File: config.mk
export PLATFORM = sky130hd
export DESIGN_NAME = wdts_top
export DESIGN_NICKNAME = d
export VERILOG_FILES = /design/src/wdts_top.v
export VERILOG_INCLUDE_DIRS = /design/src /design/src/shared
export SDC_FILE = /design/constraint.sdc
export NUM_CORES = 1
export LEC_CHECK = 0
export BUFFER_PORTS_ARGS = -buffer_cell sky130_fd_sc_hd__buf_2
export CAP_MARGIN = 20
export CELL_PAD_IN_SITES_DETAIL_PLACEMENT = 0
export CELL_PAD_IN_SITES_GLOBAL_PLACEMENT = 1
export CORE_AREA = 2 2 85 87
export DETAILED_ROUTE_END_ITERATION = 7
export DIE_AREA = 0 0 87 89
export PLACE_DENSITY_LB_ADDON = 0.25
export SLEW_MARGIN = 20
export SYNTH_ARGS = -nofsm -noshare
export SYNTH_HDL_FRONTEND = slang
export SYNTH_SLANG_ARGS = --single-unit
File: constraint.sdc
create_clock -name i_mclk -period 2.73 [get_ports i_mclk]
set_input_delay 0.546 -clock i_mclk [delete_from_list [all_inputs] [get_ports i_mclk]]
set_output_delay 0.546 -clock i_mclk [all_outputs]
set_load 0.01 [all_outputs]
File: src/shared/wdts_consts.vh
/*
  constants for the watchdog supervisor: register offsets, field positions,
  reset values and timing figures.
  assumes: included by bare name from the design file, once or more.
*/
`ifndef WDTS_CONSTS_VH
`define WDTS_CONSTS_VH

// register word offsets on the plain register port
`define WDTS_ADDR_W 4
`define WDTS_OFF_CTRL 4'h0
`define WDTS_OFF_RSTAT 4'h1
`define WDTS_OFF_IRQ_STAT 4'h2
`define WDTS_OFF_IRQ_MASK 4'h3

// watchdog_control fields
`define WDTS_BIT_UNLOCK 4
`define WDTS_BIT_EN 3
`define WDTS_PSEL_HI 2
`define WDTS_PSEL_LO 0
`define WDTS_PSEL_RST 3'h0

// reset_cause_status fields
`define WDTS_BIT_TOFLAG 3

// interrupt status / mask fields
`define WDTS_BIT_IRQ_TO 0

// safety levels
`define WDTS_LVL_0 2'h0
`define WDTS_LVL_1 2'h1
`define WDTS_LVL_2 2'h2

// timing
`define WDTS_MCLK_HZ 50000000
`define WDTS_OSC_HZ 1000000
`define WDTS_BASE_TICKS 16384
`define WDTS_UNLOCK_CYC 4

`endif

File: src/wdts_top.v
/*
  watchdog supervisor: control register with timed unlock, fuse-selected
  safety level, prescaled timeout counter on a 1 MHz tick enable, one-cycle
  chip reset pulse, reset cause flag and a masked timeout interrupt.
  assumes: one clock i_mclk at 50 MHz, synchronous active-high reset i_srst
  that stands for power-on reset, a cpu on the same clock driving the
  register port and the restart pulse, fuse levels arriving from pins.
*/
// Operation
// RL1: counter advances on a 1 MHz oscillator tick separate from cpu clock; here a tick enable divided down from i_mclk.
// RL2: restart instruction clears the counter, starting a fresh period.
// RL3: counter cleared while disabled and on any chip reset.
// RL4: enabled counter reaching selected period issues a chip reset.
// RL5: fuses give level 1, 0 with compat fuse, 2 with always-on fuse.
// RL6: writing one to enable always enables, no sequence needed; here a write in the timeout cycle is lost at levels 0 and 1.
// RL7: prescaler change needs unlock bit at levels 1 and 2, free at 0.
// RL8: control bits seven to five read as zero.
// RL9: unlock bit at bit four self-clears four cpu clocks after written.
// RL10: enable bit three; zero disables only while unlock bit is set.
// RL11: software writes unlock and enable together, then zero within four clocks.
// RL12: level 2 keeps watchdog enabled, ignoring every disable attempt.
// RL13: prescaler bits two to zero select 16384 doubling to 2097152 ticks.
// RL14: timeout gives a one cpu clock reset pulse; delay starts at its fall.
// RL15: watchdog reset sets flag bit three; power-on or written zero clears it.
// RL16: at level 2 the enable bit always reads one.
// RL17: restart, enable and prescale updates cross to tick domain without loss.
`timescale 1ns/100ps
`include "wdts_consts.vh"

module wdts_top #(
  parameter OSC_DIV = `WDTS_MCLK_HZ / `WDTS_OSC_HZ,
  parameter BASE_TICKS = `WDTS_BASE_TICKS,
  parameter UNLOCK_CYC = `WDTS_UNLOCK_CYC
) (
  // clock and reset
  input wire i_mclk,
  input wire i_srst,
  // fuse pins, one means programmed
  input wire i_always_on_fuse,
  input wire i_legacy_compat_fuse,
  // cpu restart instruction
  input wire i_restart,
  // register port
  input wire [`WDTS_ADDR_W-1:0] i_addr,
  input wire [7:0] i_wdata,
  input wire i_wr,
  input wire i_rd,
  output reg [7:0] o_rdata,
  // system outputs
  output reg o_chip_rst,
  output reg o_irq,
  output reg o_wd_enabled,
  output reg [1:0] o_safety_level
);

  localparam CNT_W = 22;
  localparam DIV_W = 8;
  localparam UNL_W = 3;

  // period in oscillator ticks for a prescaler code
  function [CNT_W-1:0] period_ticks;
    input [2:0] sel;
    begin
      period_ticks = BASE_TICKS[CNT_W-1:0] << sel;
    end
  endfunction

  // fuse level to safety level
  function [1:0] level_of;
    input aon;
    input compat;
    begin
      if (aon)
        level_of = `WDTS_LVL_2;
      else if (compat)
        level_of = `WDTS_LVL_0;
      else
        level_of = `WDTS_LVL_1;
    end
  endfunction

  // fuse synchronisers
  reg [1:0] aon_sync_reg;
  reg [1:0] compat_sync_reg;

  always @(posedge i_mclk) begin
    aon_sync_reg <= {aon_sync_reg[0], i_always_on_fuse};
    compat_sync_reg <= {compat_sync_reg[0], i_legacy_compat_fuse};
  end

  wire [1:0] lvl_now = level_of(aon_sync_reg[1], compat_sync_reg[1]);

  // state
  reg [1:0] level_reg;
  reg en_reg;
  reg unlock_reg;
  reg [UNL_W-1:0] unlock_cnt_reg;
  reg [2:0] psel_reg;
  reg [DIV_W-1:0] div_reg;
  reg tick_reg;
  reg [CNT_W-1:0] cnt_reg;
  reg toflag_reg;
  reg irq_stat_reg;
  reg irq_mask_reg;

  wire wr_ctrl = i_wr && (i_addr == `WDTS_OFF_CTRL);
  wire wr_rstat = i_wr && (i_addr == `WDTS_OFF_RSTAT);
  wire wr_istat = i_wr && (i_addr == `WDTS_OFF_IRQ_STAT);
  wire wr_imask = i_wr && (i_addr == `WDTS_OFF_IRQ_MASK);
  wire lvl2 = (level_reg == `WDTS_LVL_2);

  // timeout when the last tick of the period arrives while enabled
  wire timeout = en_reg && tick_reg && !i_restart &&
                 (cnt_reg == period_ticks(psel_reg) - {{(CNT_W-1){1'b0}}, 1'b1});

  // level caught while reset is held
  always @(posedge i_mclk) begin
    if (i_srst)
      level_reg <= lvl_now; // RL5
  end

  // oscillator tick enable, one cycle every OSC_DIV clocks
  always @(posedge i_mclk) begin
    if (i_srst) begin
      div_reg <= {DIV_W{1'b0}};
      tick_reg <= 1'b0;
    end else if (div_reg == OSC_DIV[DIV_W-1:0] - {{(DIV_W-1){1'b0}}, 1'b1}) begin
      div_reg <= {DIV_W{1'b0}};
      tick_reg <= 1'b1; // RL1
    end else begin
      div_reg <= div_reg + {{(DIV_W-1){1'b0}}, 1'b1};
      tick_reg <= 1'b0;
    end
  end

  // control register: enable, unlock window, prescaler
  always @(posedge i_mclk) begin
    if (i_srst) begin
      en_reg <= (lvl_now == `WDTS_LVL_2); // RL5
      unlock_reg <= 1'b0;
      unlock_cnt_reg <= {UNL_W{1'b0}};
      psel_reg <= `WDTS_PSEL_RST;
    end else if (timeout) begin
      en_reg <= lvl2;
      unlock_reg <= 1'b0;
      unlock_cnt_reg <= {UNL_W{1'b0}};
      psel_reg <= `WDTS_PSEL_RST;
    end else begin
      if (wr_ctrl && i_wdata[`WDTS_BIT_UNLOCK]) begin
        unlock_reg <= 1'b1;
        unlock_cnt_reg <= UNLOCK_CYC[UNL_W-1:0];
      end else if (unlock_reg) begin
        if (unlock_cnt_reg == {{(UNL_W-1){1'b0}}, 1'b1})
          unlock_reg <= 1'b0; // RL9
        unlock_cnt_reg <= unlock_cnt_reg - {{(UNL_W-1){1'b0}}, 1'b1};
      end
      if (lvl2)
        en_reg <= 1'b1; // RL12
      else if (wr_ctrl && i_wdata[`WDTS_BIT_EN])
        en_reg <= 1'b1; // RL6
      else if (wr_ctrl && unlock_reg)
        en_reg <= 1'b0; // RL10
      if (wr_ctrl && ((level_reg == `WDTS_LVL_0) || unlock_reg))
        psel_reg <= i_wdata[`WDTS_PSEL_HI:`WDTS_PSEL_LO]; // RL7
    end
  end

  // timeout counter in oscillator ticks
  always @(posedge i_mclk) begin
    if (i_srst)
      cnt_reg <= {CNT_W{1'b0}}; // RL3
    else if (!en_reg || timeout)
      cnt_reg <= {CNT_W{1'b0}}; // RL3
    else if (i_restart)
      cnt_reg <= {CNT_W{1'b0}}; // RL2
    else if (tick_reg)
      cnt_reg <= cnt_reg + {{(CNT_W-1){1'b0}}, 1'b1}; // RL13
  end

  // reset cause flag and interrupt, set wins over clear
  always @(posedge i_mclk) begin
    if (i_srst) begin
      toflag_reg <= 1'b0; // RL15
      irq_stat_reg <= 1'b0;
      irq_mask_reg <= 1'b0;
    end else begin
      if (timeout)
        toflag_reg <= 1'b1; // RL15
      else if (wr_rstat && !i_wdata[`WDTS_BIT_TOFLAG])
        toflag_reg <= 1'b0; // RL15
      if (timeout)
        irq_stat_reg <= 1'b1;
      else if (wr_istat && i_wdata[`WDTS_BIT_IRQ_TO])
        irq_stat_reg <= 1'b0;
      if (wr_imask)
        irq_mask_reg <= i_wdata[`WDTS_BIT_IRQ_TO];
    end
  end

  // outputs straight from flops
  always @(posedge i_mclk) begin
    if (i_srst) begin
      o_chip_rst <= 1'b0;
      o_irq <= 1'b0;
      o_wd_enabled <= 1'b0;
      o_safety_level <= `WDTS_LVL_1;
    end else begin
      o_chip_rst <= timeout; // RL4 RL14
      o_irq <= irq_stat_reg && irq_mask_reg;
      o_wd_enabled <= en_reg;
      o_safety_level <= level_reg;
    end
  end

  // read data one cycle after the strobe
  always @(posedge i_mclk) begin
    if (i_srst)
      o_rdata <= 8'h00;
    else if (i_rd) begin
      o_rdata <= 8'h00; // RL8
      case (i_addr)
        `WDTS_OFF_CTRL: begin
          o_rdata[`WDTS_BIT_UNLOCK] <= unlock_reg;
          o_rdata[`WDTS_BIT_EN] <= en_reg | lvl2; // RL16
          o_rdata[`WDTS_PSEL_HI:`WDTS_PSEL_LO] <= psel_reg;
        end
        `WDTS_OFF_RSTAT: begin
          o_rdata[`WDTS_BIT_TOFLAG] <= toflag_reg;
        end
        `WDTS_OFF_IRQ_STAT: begin
          o_rdata[`WDTS_BIT_IRQ_TO] <= irq_stat_reg;
        end
        `WDTS_OFF_IRQ_MASK: begin
          o_rdata[`WDTS_BIT_IRQ_TO] <= irq_mask_reg;
        end
        default: begin
          o_rdata <= 8'h00;
        end
      endcase
    end else
      o_rdata <= 8'h00;
  end

  // single clock domain: restart, enable and prescale act in the same
  // cycle they are written, so no update can be lost on the way
  // RL17

endmodule

==> results.py, run 1 <==
metrics = {
    "outcome": {
        "status": "finished clean",
    },
    "synth": {
        "ys_seq_elements": 58,
        "async_flop_share": 0,
        "ys_seq_area_frac": 0.455,
        "synth_top_family_by_area": "simple AND/OR/NAND/NOR gates",
        "syn_avg_cell_area_sq_um": 9.05,
        "synth_compound_area_frac": 0.0665,
        "yosysWarnings": 0,
        "synthSimpleGateAreaFrac": 0.282,
        "yosysUniqueCellTypes": 43,
        "synthFlopType": "dfxtp_1",
        "syn_inst": 289,
        "synth_area_sq_mm": 0.00262,
        "synthMuxAreaShare": 0.0234,
        "synth-edff-count": 3,
        "synthAdderAreaFrac": 0.0287,
        "synthXorXnorAreaFrac": 0.0971,
    },
    "route": {
        "avgViaCountPerCell": 4.95,
        "routed_wl_mm": 4.98,
        "firstDrtPassIters": 4,
        "ant_nets": 0,
        "wl_per_cell_um": 12.3,
        "drc": 0,
        "drtIter0Drc": 101,
        "vias": 2005,
    },
    "power_and_ir_drop": {
        "ir_worst_vdd_v": 0.000306,
        "pwr_density_cell_mw_per_mm2": 539,
        "power_leakage_nw": 1.12,
    },
    "final_layout": {
        "utilization": 0.449,
        "finalNetCount": 345,
        "final_common_cell": "dfxtp_1",
        "syn2layout_area_growth_pct": 15.3,
        "fin_area_sq_mm": 0.00302,
        "n_antenna_cell": 0,
        "fill_cells": 666,
        "layout.cells.non_filler": 405,
        "layout_common_cells": "dfxtp_1, nor2_1, nor3_1",
        "drive_gt1_frac": 0.178,
        "largest_reg_flops": 22,
    },
    "die": {
        "start_util": 0.389,
        "die_width_um": 87,
        "rows": 30,
        "coreArea_sq_mm": 0.00672,
        "fp.dieH_um": 89,
        "dieArea_sq_mm": 0.00774,
        "top_level_ports": 32,
    },
    "critical_path": {
        "slowest_stage": "or3_4",
        "crit_path_cell_trace": "or3_4 > ha_4 > xnor2_1 > or4_1 > or3_4 > or3_4 > nand4b_1",
        "critPathKind": "flip-flop to flip-flop",
        "worstPathRequired_ns": 2.78,
        "rr_startpoint": "psel_reg[0]",
        "critical-path-top-delay-family": "simple AND/OR/NAND/NOR gates",
        "cpPeakStageDelay_ns": 0.41,
        "critPathLaunchType": "flip-flop",
        "crit_fanout": 4,
        "endpoint_kind": "flip-flop",
        "timing.critical_path.mode_cell": "or3_4",
        "critPathLaunch": "psel_reg[0]",
        "critical_path_buf_inv_count": 0,
        "worstPathArrival_ns": 2.72,
    },
    "cts": {
        "holdBufCountCts": 0,
        "cts_buffer_depth": 2,
        "cts_tree": "built",
        "numCtsBuffers": 9,
        "htree_levels": 3,
        "numClockSinks": 58,
        "root_buffer": "clkbuf_8",
        "post_cts_buffers": 0,
        "cts.clk_slew.worst_paths_ns": 0.06,
        "clkLatencyLatePin_ns": 0.33,
        "cts_resized": 0,
    },
    "place": {
        "pre_cts_ws_ns": 0.0648,
        "placedCellCount": 389,
        "gp_congestion": 0.723,
        "port_buffers": 25,
        "dp_hpwl_mm": 3.47,
        "placed_cell_area_sq_mm": 0.00284,
    },
    "timing": {
        "finalHoldViolCount": 0,
        "tns_ns": 0,
        "fin_crit_ns": 2.67,
        "max-slew-margin-rel": 0.477,
        "clock-skew-final_ns": 0.00713,
        "worst_pin_slew_ns": 0.784,
        "grt_setup_unrepaired": "no",
        "fin_crit_sh": 0.979,
        "setup_ws_ns": 0.0584,
        "report.final.slew_viol_count": 0,
        "max_freq_mhz": 374,
        "setup_viol": 0,
    },
    "hold_path": {
        "min_from": "i_always_on_fuse",
        "min_path_type": "primary input to flip-flop",
    },
    "job": {
        "cap_violations": 0,
    },
    "grt": {
        "antenna_found_initial": 0,
        "grt_pass1_wl_mm": 8.60,
        "overflow": 0,
        "grt_usage": 0.143,
        "grt_max_degree": 26,
        "grt_pass1_vias": 1882,
    },
}
-- worst paths after layout --
check               endpoint  slack, ns  cells past startpoint
max                   en_reg       0.06                      7
min          aon_sync_reg[0]       0.32                      1
max reg2reg           en_reg       0.06                      7
min reg2reg  aon_sync_reg[1]       0.33                      0
-- per-stage QoR --
step           hold slack, ns  power [W]
2_1_floorplan           0.310   0.000944
3_3_place_gp            0.310   0.000968
3_5_place_dp            0.312   0.000968
4_1_cts                 0.297    0.00165
5_1_grt                 0.303    0.00170
6_report                0.316    0.00163
-- synth_stat cells, types with 5 or more instances --
| library cell | instances | area [sq um] |
|---|---|---|
| inv_1 | 7 | 26.3 |
| dfxtp_1 | 55 | 1100 |
| and3_1 | 6 | 37.5 |
| nor4_1 | 6 | 37.5 |
| nand2_1 | 20 | 75.1 |
| xnor2_1 | 14 | 123 |
| mux2i_1 | 5 | 50.1 |
| o21ai_0 | 9 | 45.0 |
| clkbuf_1 | 7 | 26.3 |
| xor2_1 | 15 | 131 |
| nand3_1 | 11 | 55.1 |
| nand4_1 | 7 | 43.8 |
| ha_1 | 6 | 75.1 |
| nor2_1 | 30 | 113 |
| a21oi_1 | 10 | 50.1 |
| nor3_1 | 27 | 135 |
-- report_power, final --
part	switching [W]	leakage, nW	internal [W]
clock	0.000328	0.0851	0.000349
combinational	0.0000424	0.557	0.0000290
sequential	0.00000918	0.476	0.000868
total	0.000379	1.12	0.00125
-- layer usage --
| layer | vias up | global-route usage | share of wire |
|---|---|---|---|
| met4 | 0 | 0.0511 | 0.016 |
| met2 | 33 | 0.230 | 0.44 |
| met5 | - | 0 | 0 |
| li1 | 1070 | - | - |
| met1 | 895 | 0.177 | 0.50 |
| met3 | 7 | 0.0526 | 0.041 |
-- cells by family after synthesis --
kind of cell	Yosys count
other	1
and+or+nand+nor	138
AOI/OAI and AO/OA	29
xor gates and xnor gates	29
muxes	6
buffers and inverters	22
adders and majority gates	6
DFF	58
-- final cells by class --
type,instances,area [sq um],area share
clock inverters,5,30.0,0.00996
repair buffers,33,198,0.0656
flip-flops and latches,58,1190,0.395
well taps,80,100,0.0332
inverters,7,26.3,0.00871
clock buffers,11,141,0.0469
multi-input cells,211,1330,0.441
No activity file was read; power rests on OpenSTA's default activity.
==> run 2, diff against run 1 <==
--- a/config.mk
+++ b/config.mk
@@ -6,13 +6,14 @@
 export SDC_FILE = /design/constraint.sdc
 export NUM_CORES = 1
 export LEC_CHECK = 0
+export ABC_AREA = 1
 export BUFFER_PORTS_ARGS = -buffer_cell sky130_fd_sc_hd__buf_2
 export CAP_MARGIN = 20
 export CELL_PAD_IN_SITES_DETAIL_PLACEMENT = 0
 export CELL_PAD_IN_SITES_GLOBAL_PLACEMENT = 1
-export CORE_AREA = 2 2 85 87
+export CORE_AREA = 2 2 89 91
 export DETAILED_ROUTE_END_ITERATION = 7
-export DIE_AREA = 0 0 87 89
+export DIE_AREA = 0 0 91 93
 export PLACE_DENSITY_LB_ADDON = 0.25
 export SLEW_MARGIN = 20
 export SYNTH_ARGS = -nofsm -noshare
==> run 2 against run 1 <==
Routed wire length grew 9.8%. First-iteration DRC count fell by 21%. Core utilization fell by 2.4 points. Worst hold slack worse by 0.0029 ns. Via count rose by 15%. Clock-buffer cell count is 2 lower. Global-route usage about the same. Final area grew 6.1%. Sequential power about the same.
==> results.py, run 2 <==
metrics = {
    "outcome": {
        "status": "finished clean",
    },
    "synth": {
        "synth_top_family_by_area": "simple AND/OR/NAND/NOR gates",
        "syn_avg_cell_area_sq_um": 7.29,
        "async_flop_share": 0,
        "synthSimpleGateAreaFrac": 0.342,
        "syn_inst": 384,
        "synth-edff-count": 3,
        "ys_seq_area_frac": 0.426,
        "netlist_top_cells_area": "dfxtp_1, nand2_1, nor2_1, inv_1, nor2_2",
        "yosysUniqueCellTypes": 29,
        "synthXorXnorAreaFrac": 0.0688,
        "synthFlopType": "dfxtp_1",
        "synth_top_cell_area_share": 0.393,
        "synth_compound_area_frac": 0.0353,
        "synthTopCellsByCount": "nand2_1, nor2_1, inv_1, dfxtp_1, nor2_2",
        "synth_area_sq_mm": 0.00280,
        "ys_seq_elements": 58,
        "yosysTopAreaCell": "dfxtp_1",
        "synth.most_common_cell": "nand2_1",
        "synthAdderAreaFrac": 0.0268,
        "synthMuxAreaShare": 0.00358,
        "yosysWarnings": 0,
    },
    "timing": {
        "setup_viol": 0,
        "report.final.slew_viol_count": 0,
        "fin_crit_sh": 0.788,
        "tns_ns": 0,
        "hold_ws_ns": 0.313,
        "grt_setup_unrepaired": "no",
        "fin_crit_ns": 2.15,
        "finalHoldViolCount": 0,
        "clock-skew-final_ns": 0.00743,
        "max_freq_mhz": 465,
    },
    "place": {
        "dp_hpwl_mm": 4.12,
        "gp_congestion": 0.772,
        "port_buffers": 25,
    },
    "critical_path": {
        "crit_fanout": 22,
        "crit_path_end": "cnt_reg[14]",
        "rr_startpoint": "psel_reg[0]",
        "critPathLaunch": "psel_reg[0]",
        "reg2reg_depth": 13,
        "r2r-end": "cnt_reg[14]",
        "r2r_setup_slack_ns": 0.58,
        "critPathKind": "flip-flop to flip-flop",
        "endpoint_kind": "flip-flop",
        "critPathLaunchType": "flip-flop",
        "worstPathArrival_ns": 2.36,
        "worstPathRequired_ns": 2.94,
    },
    "cts": {
        "htree_levels": 3,
        "cts_buffer_depth": 2,
        "cts.clk_slew.worst_paths_ns": 0.07,
        "holdBufCountCts": 0,
        "root_buffer": "clkbuf_8",
        "cts_resized": 0,
        "clkLatencyLatePin_ns": 0.33,
        "numClockSinks": 58,
        "numCtsBuffers": 9,
        "cts_tree": "built",
        "post_cts_buffers": 0,
    },
    "power_and_ir_drop": {
        "p_sw_frac": 0.237,
        "power.internal_w": 0.00131,
        "switchingPower_w": 0.000406,
        "power_frac_comb": 0.041,
        "seqPwrFrac": 0.511,
        "ir_worst_vdd_v": 0.000399,
        "power_leakage_nw": 1.30,
        "p_clk_frac": 0.448,
        "pwr_density_cell_mw_per_mm2": 536,
    },
    "grt": {
        "grt_pass1_wl_mm": 9.64,
        "grt_usage": 0.143,
        "overflow": 0,
        "grt_pass1_vias": 2207,
        "antenna_found_initial": 0,
        "grt_max_degree": 23,
    },
    "hold_path": {
        "min_from": "i_legacy_compat_fuse",
        "min_path_type": "primary input to flip-flop",
    },
    "final_layout": {
        "n_antenna_cell": 0,
        "finalNetCount": 440,
        "final_common_cell": "nand2_1",
        "drive_gt1_frac": 0.169,
        "syn2layout_area_growth_pct": 14.3,
        "fill_cells": 845,
        "layout_common_cells": "nand2_1, nor2_1, inv_1",
        "largest_reg_flops": 22,
    },
    "route": {
        "vias": 2303,
        "routed_wl_mm": 5.47,
        "drtIter0Drc": 80,
        "wl_per_cell_um": 10.5,
        "ant_nets": 0,
        "drc": 0,
        "avgViaCountPerCell": 4.41,
        "firstDrtPassIters": 4,
    },
    "job": {
        "cap_violations": 0,
    },
    "die": {
        "dieArea_sq_mm": 0.00846,
        "top_level_ports": 32,
        "coreArea_sq_mm": 0.00753,
        "die_width_um": 91,
        "fp.dieH_um": 93,
        "rows": 32,
        "start_util": 0.372,
    },
}
run 2: cell types whose count changed in the layout (fill, tap and decap cells not counted), moves of 7 or more:
cell and delta:
nor2_2 +22, nand2_1 +60, buf_4 -7, inv_1 +49
nor3_1 -19, nand3_1 +9, nor2_1 +35
run 2: kinds of logic (layout without fill, tap and decap cells):
group | count (synthesis) | count (layout)
compound gates | 19 | 19
other cells | 1 | 3
mux | 1 | 1
flops | 58 | 58
xor+xnor | 22 | 22
fa+ha+maj | 6 | 6
simple gates | 212 | 212
buf+inv | 65 | 99
run 2: worst max-delay path, stage by stage, from the launching register on:
cell and delay (ns):
dfxtp_1 0.37, nor2_2 0.19, nand2_1 0.09, ha_1 0.31
nand2_1 0.07, inv_1 0.03, nor2_1 0.07, nand2_1 0.06
nor2_1 0.11, nand3_1 0.10, nor2_2 0.13, nand2_4 0.11
nand3_4 0.30, nor2_1 0.06
run 2: how the worst min path moves through the flow:
stage	slack, ns	depth (start not counted)	to
global placement	0.31	0	aon_sync_reg[1]
floorplan	0.31	0	aon_sync_reg[1]
global route	0.29	1	compat_sync_reg[0]
CTS	0.28	1	compat_sync_reg[0]
finish	0.31	1	compat_sync_reg[0]
detailed placement	0.32	0	aon_sync_reg[1]
run 2: layout make-up:
class / count / area [sq um] / area share
multi-input combinational: 263 / 1340 / 0.420
sequential: 58 / 1190 / 0.372
inverter: 58 / 218 / 0.0680
tap: 102 / 128 / 0.0399
timing repair buffer: 25 / 125 / 0.0391
clock buffer: 9 / 124 / 0.0387
clock inverter: 7 / 70.1 / 0.0219
run 2: per-layer routing:
| layer | GRT usage | vias to the layer above | share of wire |
|---|---|---|---|
| met4 | 0.0379 | 0 | 0.0066 |
| met3 | 0.0516 | 5 | 0.044 |
| met1 | 0.169 | 1023 | 0.47 |
| met2 | 0.246 | 37 | 0.48 |
| li1 | - | 1238 | - |
| met5 | 0 | - | 0 |
run 2: metrics by stage:
stage / util / worst slack, ns / std cells / total power [W] / instance area [sq um]
3_5_place_dp: 0.399 / 0.552 / 506 / 0.000966 / 3010
2_1_floorplan: - / 0.906 / 386 / 0.000944 / 2810
4_1_cts: 0.425 / 0.538 / 522 / 0.00176 / 3200
3_3_place_gp: 0.399 / 0.543 / 506 / 0.000966 / 3010
5_1_grt: 0.425 / 0.300 / 522 / 0.00180 / 3200
6_report: 0.425 / 0.579 / 522 / 0.00172 / 3200
run 2: power by group through the flow:
stage | sequential, W | combinational, W | clock (W)
6_report | 0.000876 | 0.0000701 | 0.000769
5_1_grt | 0.000877 | 0.0000811 | 0.000837
4_1_cts | 0.000876 | 0.0000712 | 0.000809
3_5_place_dp | 0.000895 | 0.0000710 | 0
3_3_place_gp | 0.000895 | 0.0000708 | 0
2_1_floorplan | 0.000895 | 0.0000490 | 0
==> run 3, diff against run 2 <==
==> constraint.sdc (replaced) <==
create_clock -name i_mclk -period 1.75 [get_ports i_mclk]
set_input_delay 0.35 -clock i_mclk [delete_from_list [all_inputs] [get_ports i_mclk]]
set_output_delay 0.35 -clock i_mclk [all_outputs]
set_load 0.01 [all_outputs]
==> run 3 against run 2 <==
The run now ends with setup timing left. Final cell count grew 6.1%. Die area is the same. Sequential cell count is the same. Sequential share of layout area shrank 4.4 points. Clock power grew 100%. Combinational power grew 110%. Core utilization grew 6.2 points. Clock-buffer cell count grew 1. Register-to-register slack lost 0.72 ns. Clock skew shrank 0.0018 ns. Non-clock buffer count grew 32. Critical path type unchanged. Largest cell class unchanged.
==> results.py, run 3 (synthesized netlist as in run 2, its figures left out) <==
metrics = {
    "die": {
        "fp.dieH_um": 93,
        "dieArea_sq_mm": 0.00846,
        "die_width_um": 91,
        "rows": 32,
        "top_level_ports": 32,
        "start_util": 0.372,
        "coreArea_sq_mm": 0.00753,
    },
    "final_layout": {
        "largest_reg_flops": 22,
        "finalNetCount": 472,
        "n_antenna_cell": 0,
        "fill_cells": 820,
        "seq_area_sq_mm": 0.00120,
        "multi_input_area_sq_mm": 0.00143,
        "final_common_cell": "nand2_1",
        "drive_gt1_frac": 0.274,
        "fin_area_sq_mm": 0.00366,
        "layout_common_cells": "nand2_1, nor2_1, inv_1",
        "syn2layout_area_growth_pct": 30.9,
    },
    "job": {
        "cap_violations": 0,
    },
    "timing": {
        "clock-skew-final_ns": 0.00558,
        "fin_crit_sh": 1.08,
        "report.final.slew_viol_count": 0,
        "max_freq_mhz": 528,
        "setup_viol": 33,
        "fin_crit_ns": 1.89,
        "setup_ws_ns": -0.143,
        "finalHoldViolCount": 0,
        "hold_ws_ns": 0.110,
        "grt_setup_unrepaired": "yes",
    },
    "hold_path": {
        "min_path_type": "primary input to flip-flop",
    },
    "critical_path": {
        "crit_fanout": 6,
        "timing.critical_path.mode_cell": "nor2_2",
        "worstPathArrival_ns": 2.12,
        "critPathLaunchType": "flip-flop",
        "endpoint_kind": "flip-flop",
        "slowest_stage": "dfxtp_4",
        "worstPathRequired_ns": 1.98,
        "cpPeakStageDelay_ns": 0.36,
        "crit_path_cell_trace": "nor2_4 > nand2_2 > ha_4 > nor2_2 > nor2_1 > nand2_1 > nor2_2 > nand3_2 > nor2_4 > nand2_4 > nand3_4 > clkbuf_16 > nor2_2",
        "critPathKind": "flip-flop to flip-flop",
    },
    "cts": {
        "holdBufCountCts": 0,
        "cts_buffer_depth": 2,
        "cts.clk_slew.worst_paths_ns": 0.07,
        "root_buffer": "clkbuf_8",
        "cts_tree": "built",
        "clkLatencyLatePin_ns": 0.34,
        "htree_levels": 3,
        "numCtsBuffers": 9,
        "numClockSinks": 58,
    },
    "route": {
        "drtIter0Drc": 85,
        "wl_per_cell_um": 10.6,
        "avgViaCountPerCell": 4.29,
        "routed_wl_mm": 5.89,
        "firstDrtPassIters": 4,
        "ant_nets": 0,
        "vias": 2374,
        "drc": 0,
    },
    "grt": {
        "grt_pass1_vias": 2237,
        "grt_usage": 0.148,
        "grt_max_degree": 13,
        "grt_pass1_wl_mm": 9.84,
        "antenna_found_initial": 0,
        "overflow": 0,
    },
    "place": {
        "port_buffers": 25,
        "gp_congestion": 0.800,
        "placed_cell_area_sq_mm": 0.00325,
        "dp_hpwl_mm": 4.46,
        "pre_cts_ws_ns": -0.178,
    },
    "power_and_ir_drop": {
        "ir_worst_vdd_v": 0.000666,
        "power_leakage_nw": 1.53,
        "pwr_density_cell_mw_per_mm2": 834,
    },
    "outcome": {
        "violations": "setup timing",
        "status": "finished, violations left",
    },
}
-- run 3: cell types whose count changed in the layout (fill, tap and decap cells not counted), moves of 3 or more --
cell     delta
buf_4      +26
nor2_1      -4
nand3_1     -3
buf_12      +3
nor2_4      +5
nand2_2     +5
dfxtp_4     +3
dfxtp_1     -3
nand3_2     +3
nand2_1     -6
-- run 3: worst paths after layout --
kind | startpoint | end | slack (ns) | cells past startpoint
max | psel_reg[0] | cnt_reg[0] | -0.14 | 13
min | i_always_on_fuse | aon_sync_reg[0] | 0.11 | 1
max reg2reg | psel_reg[0] | cnt_reg[0] | -0.14 | 13
min reg2reg | compat_sync_reg[0] | compat_sync_reg[1] | 0.33 | 0
-- run 3: worst max-delay path: cells and delay by family, from the launching register on --
family                     cells  cell delay [ns]
and+or+nand+nor               11             0.97
buffers and inverters          1             0.18
adders and majority gates      1             0.27
DFF                            1             0.36
-- run 3: final cells by class --
type,count,share of cell area
multi-input cells,263,0.391
repair buffers,57,0.117
inverters,58,0.0601
flip-flops and latches,58,0.328
clock inverters,6,0.0311
well taps,102,0.0348
clock buffers,10,0.0376
-- run 3: routing by layer --
metal,up-vias,routed length (um),GRT usage
met1,1041,2830,0.181
met5,-,0,0
met4,0,59,0.0455
met3,5,198,0.0540
li1,1301,-,-
met2,27,2810,0.243
-- run 3: per-stage QoR --
step           cells  power, W  TNS, ns   util
2_1_floorplan    386   0.00147   -0.805      -
3_3_place_gp     532   0.00153    -3.34  0.432
3_5_place_dp     532   0.00153    -4.62  0.432
4_1_cts          549   0.00309    -1.87  0.470
5_1_grt          554   0.00318    -6.86  0.487
6_report         554   0.00306    -3.21  0.487
-- run 3: what timing repair did --
| item | in CTS | in global routing |
|---|---|---|
| endpoints found under the setup margin | 34 | 34 |
| gates resized for setup | 5 | 20 |
| setup buffers | 1 | 4 |
| gates cloned | 0 | 1 |
| endpoints found under the hold margin | 0 | 0 |
| pin swaps | 1 | 10 |
-- run 3: report_power, final --
| part | internal, W | leakage (nW) | switching (W) |
|---|---|---|---|
| clock | 0.000986 | 0.119 | 0.000564 |
| sequential | 0.00135 | 0.479 | 0.0000122 |
| combinational | 0.0000628 | 0.932 | 0.0000813 |
| total | 0.00240 | 1.53 | 0.000657 |
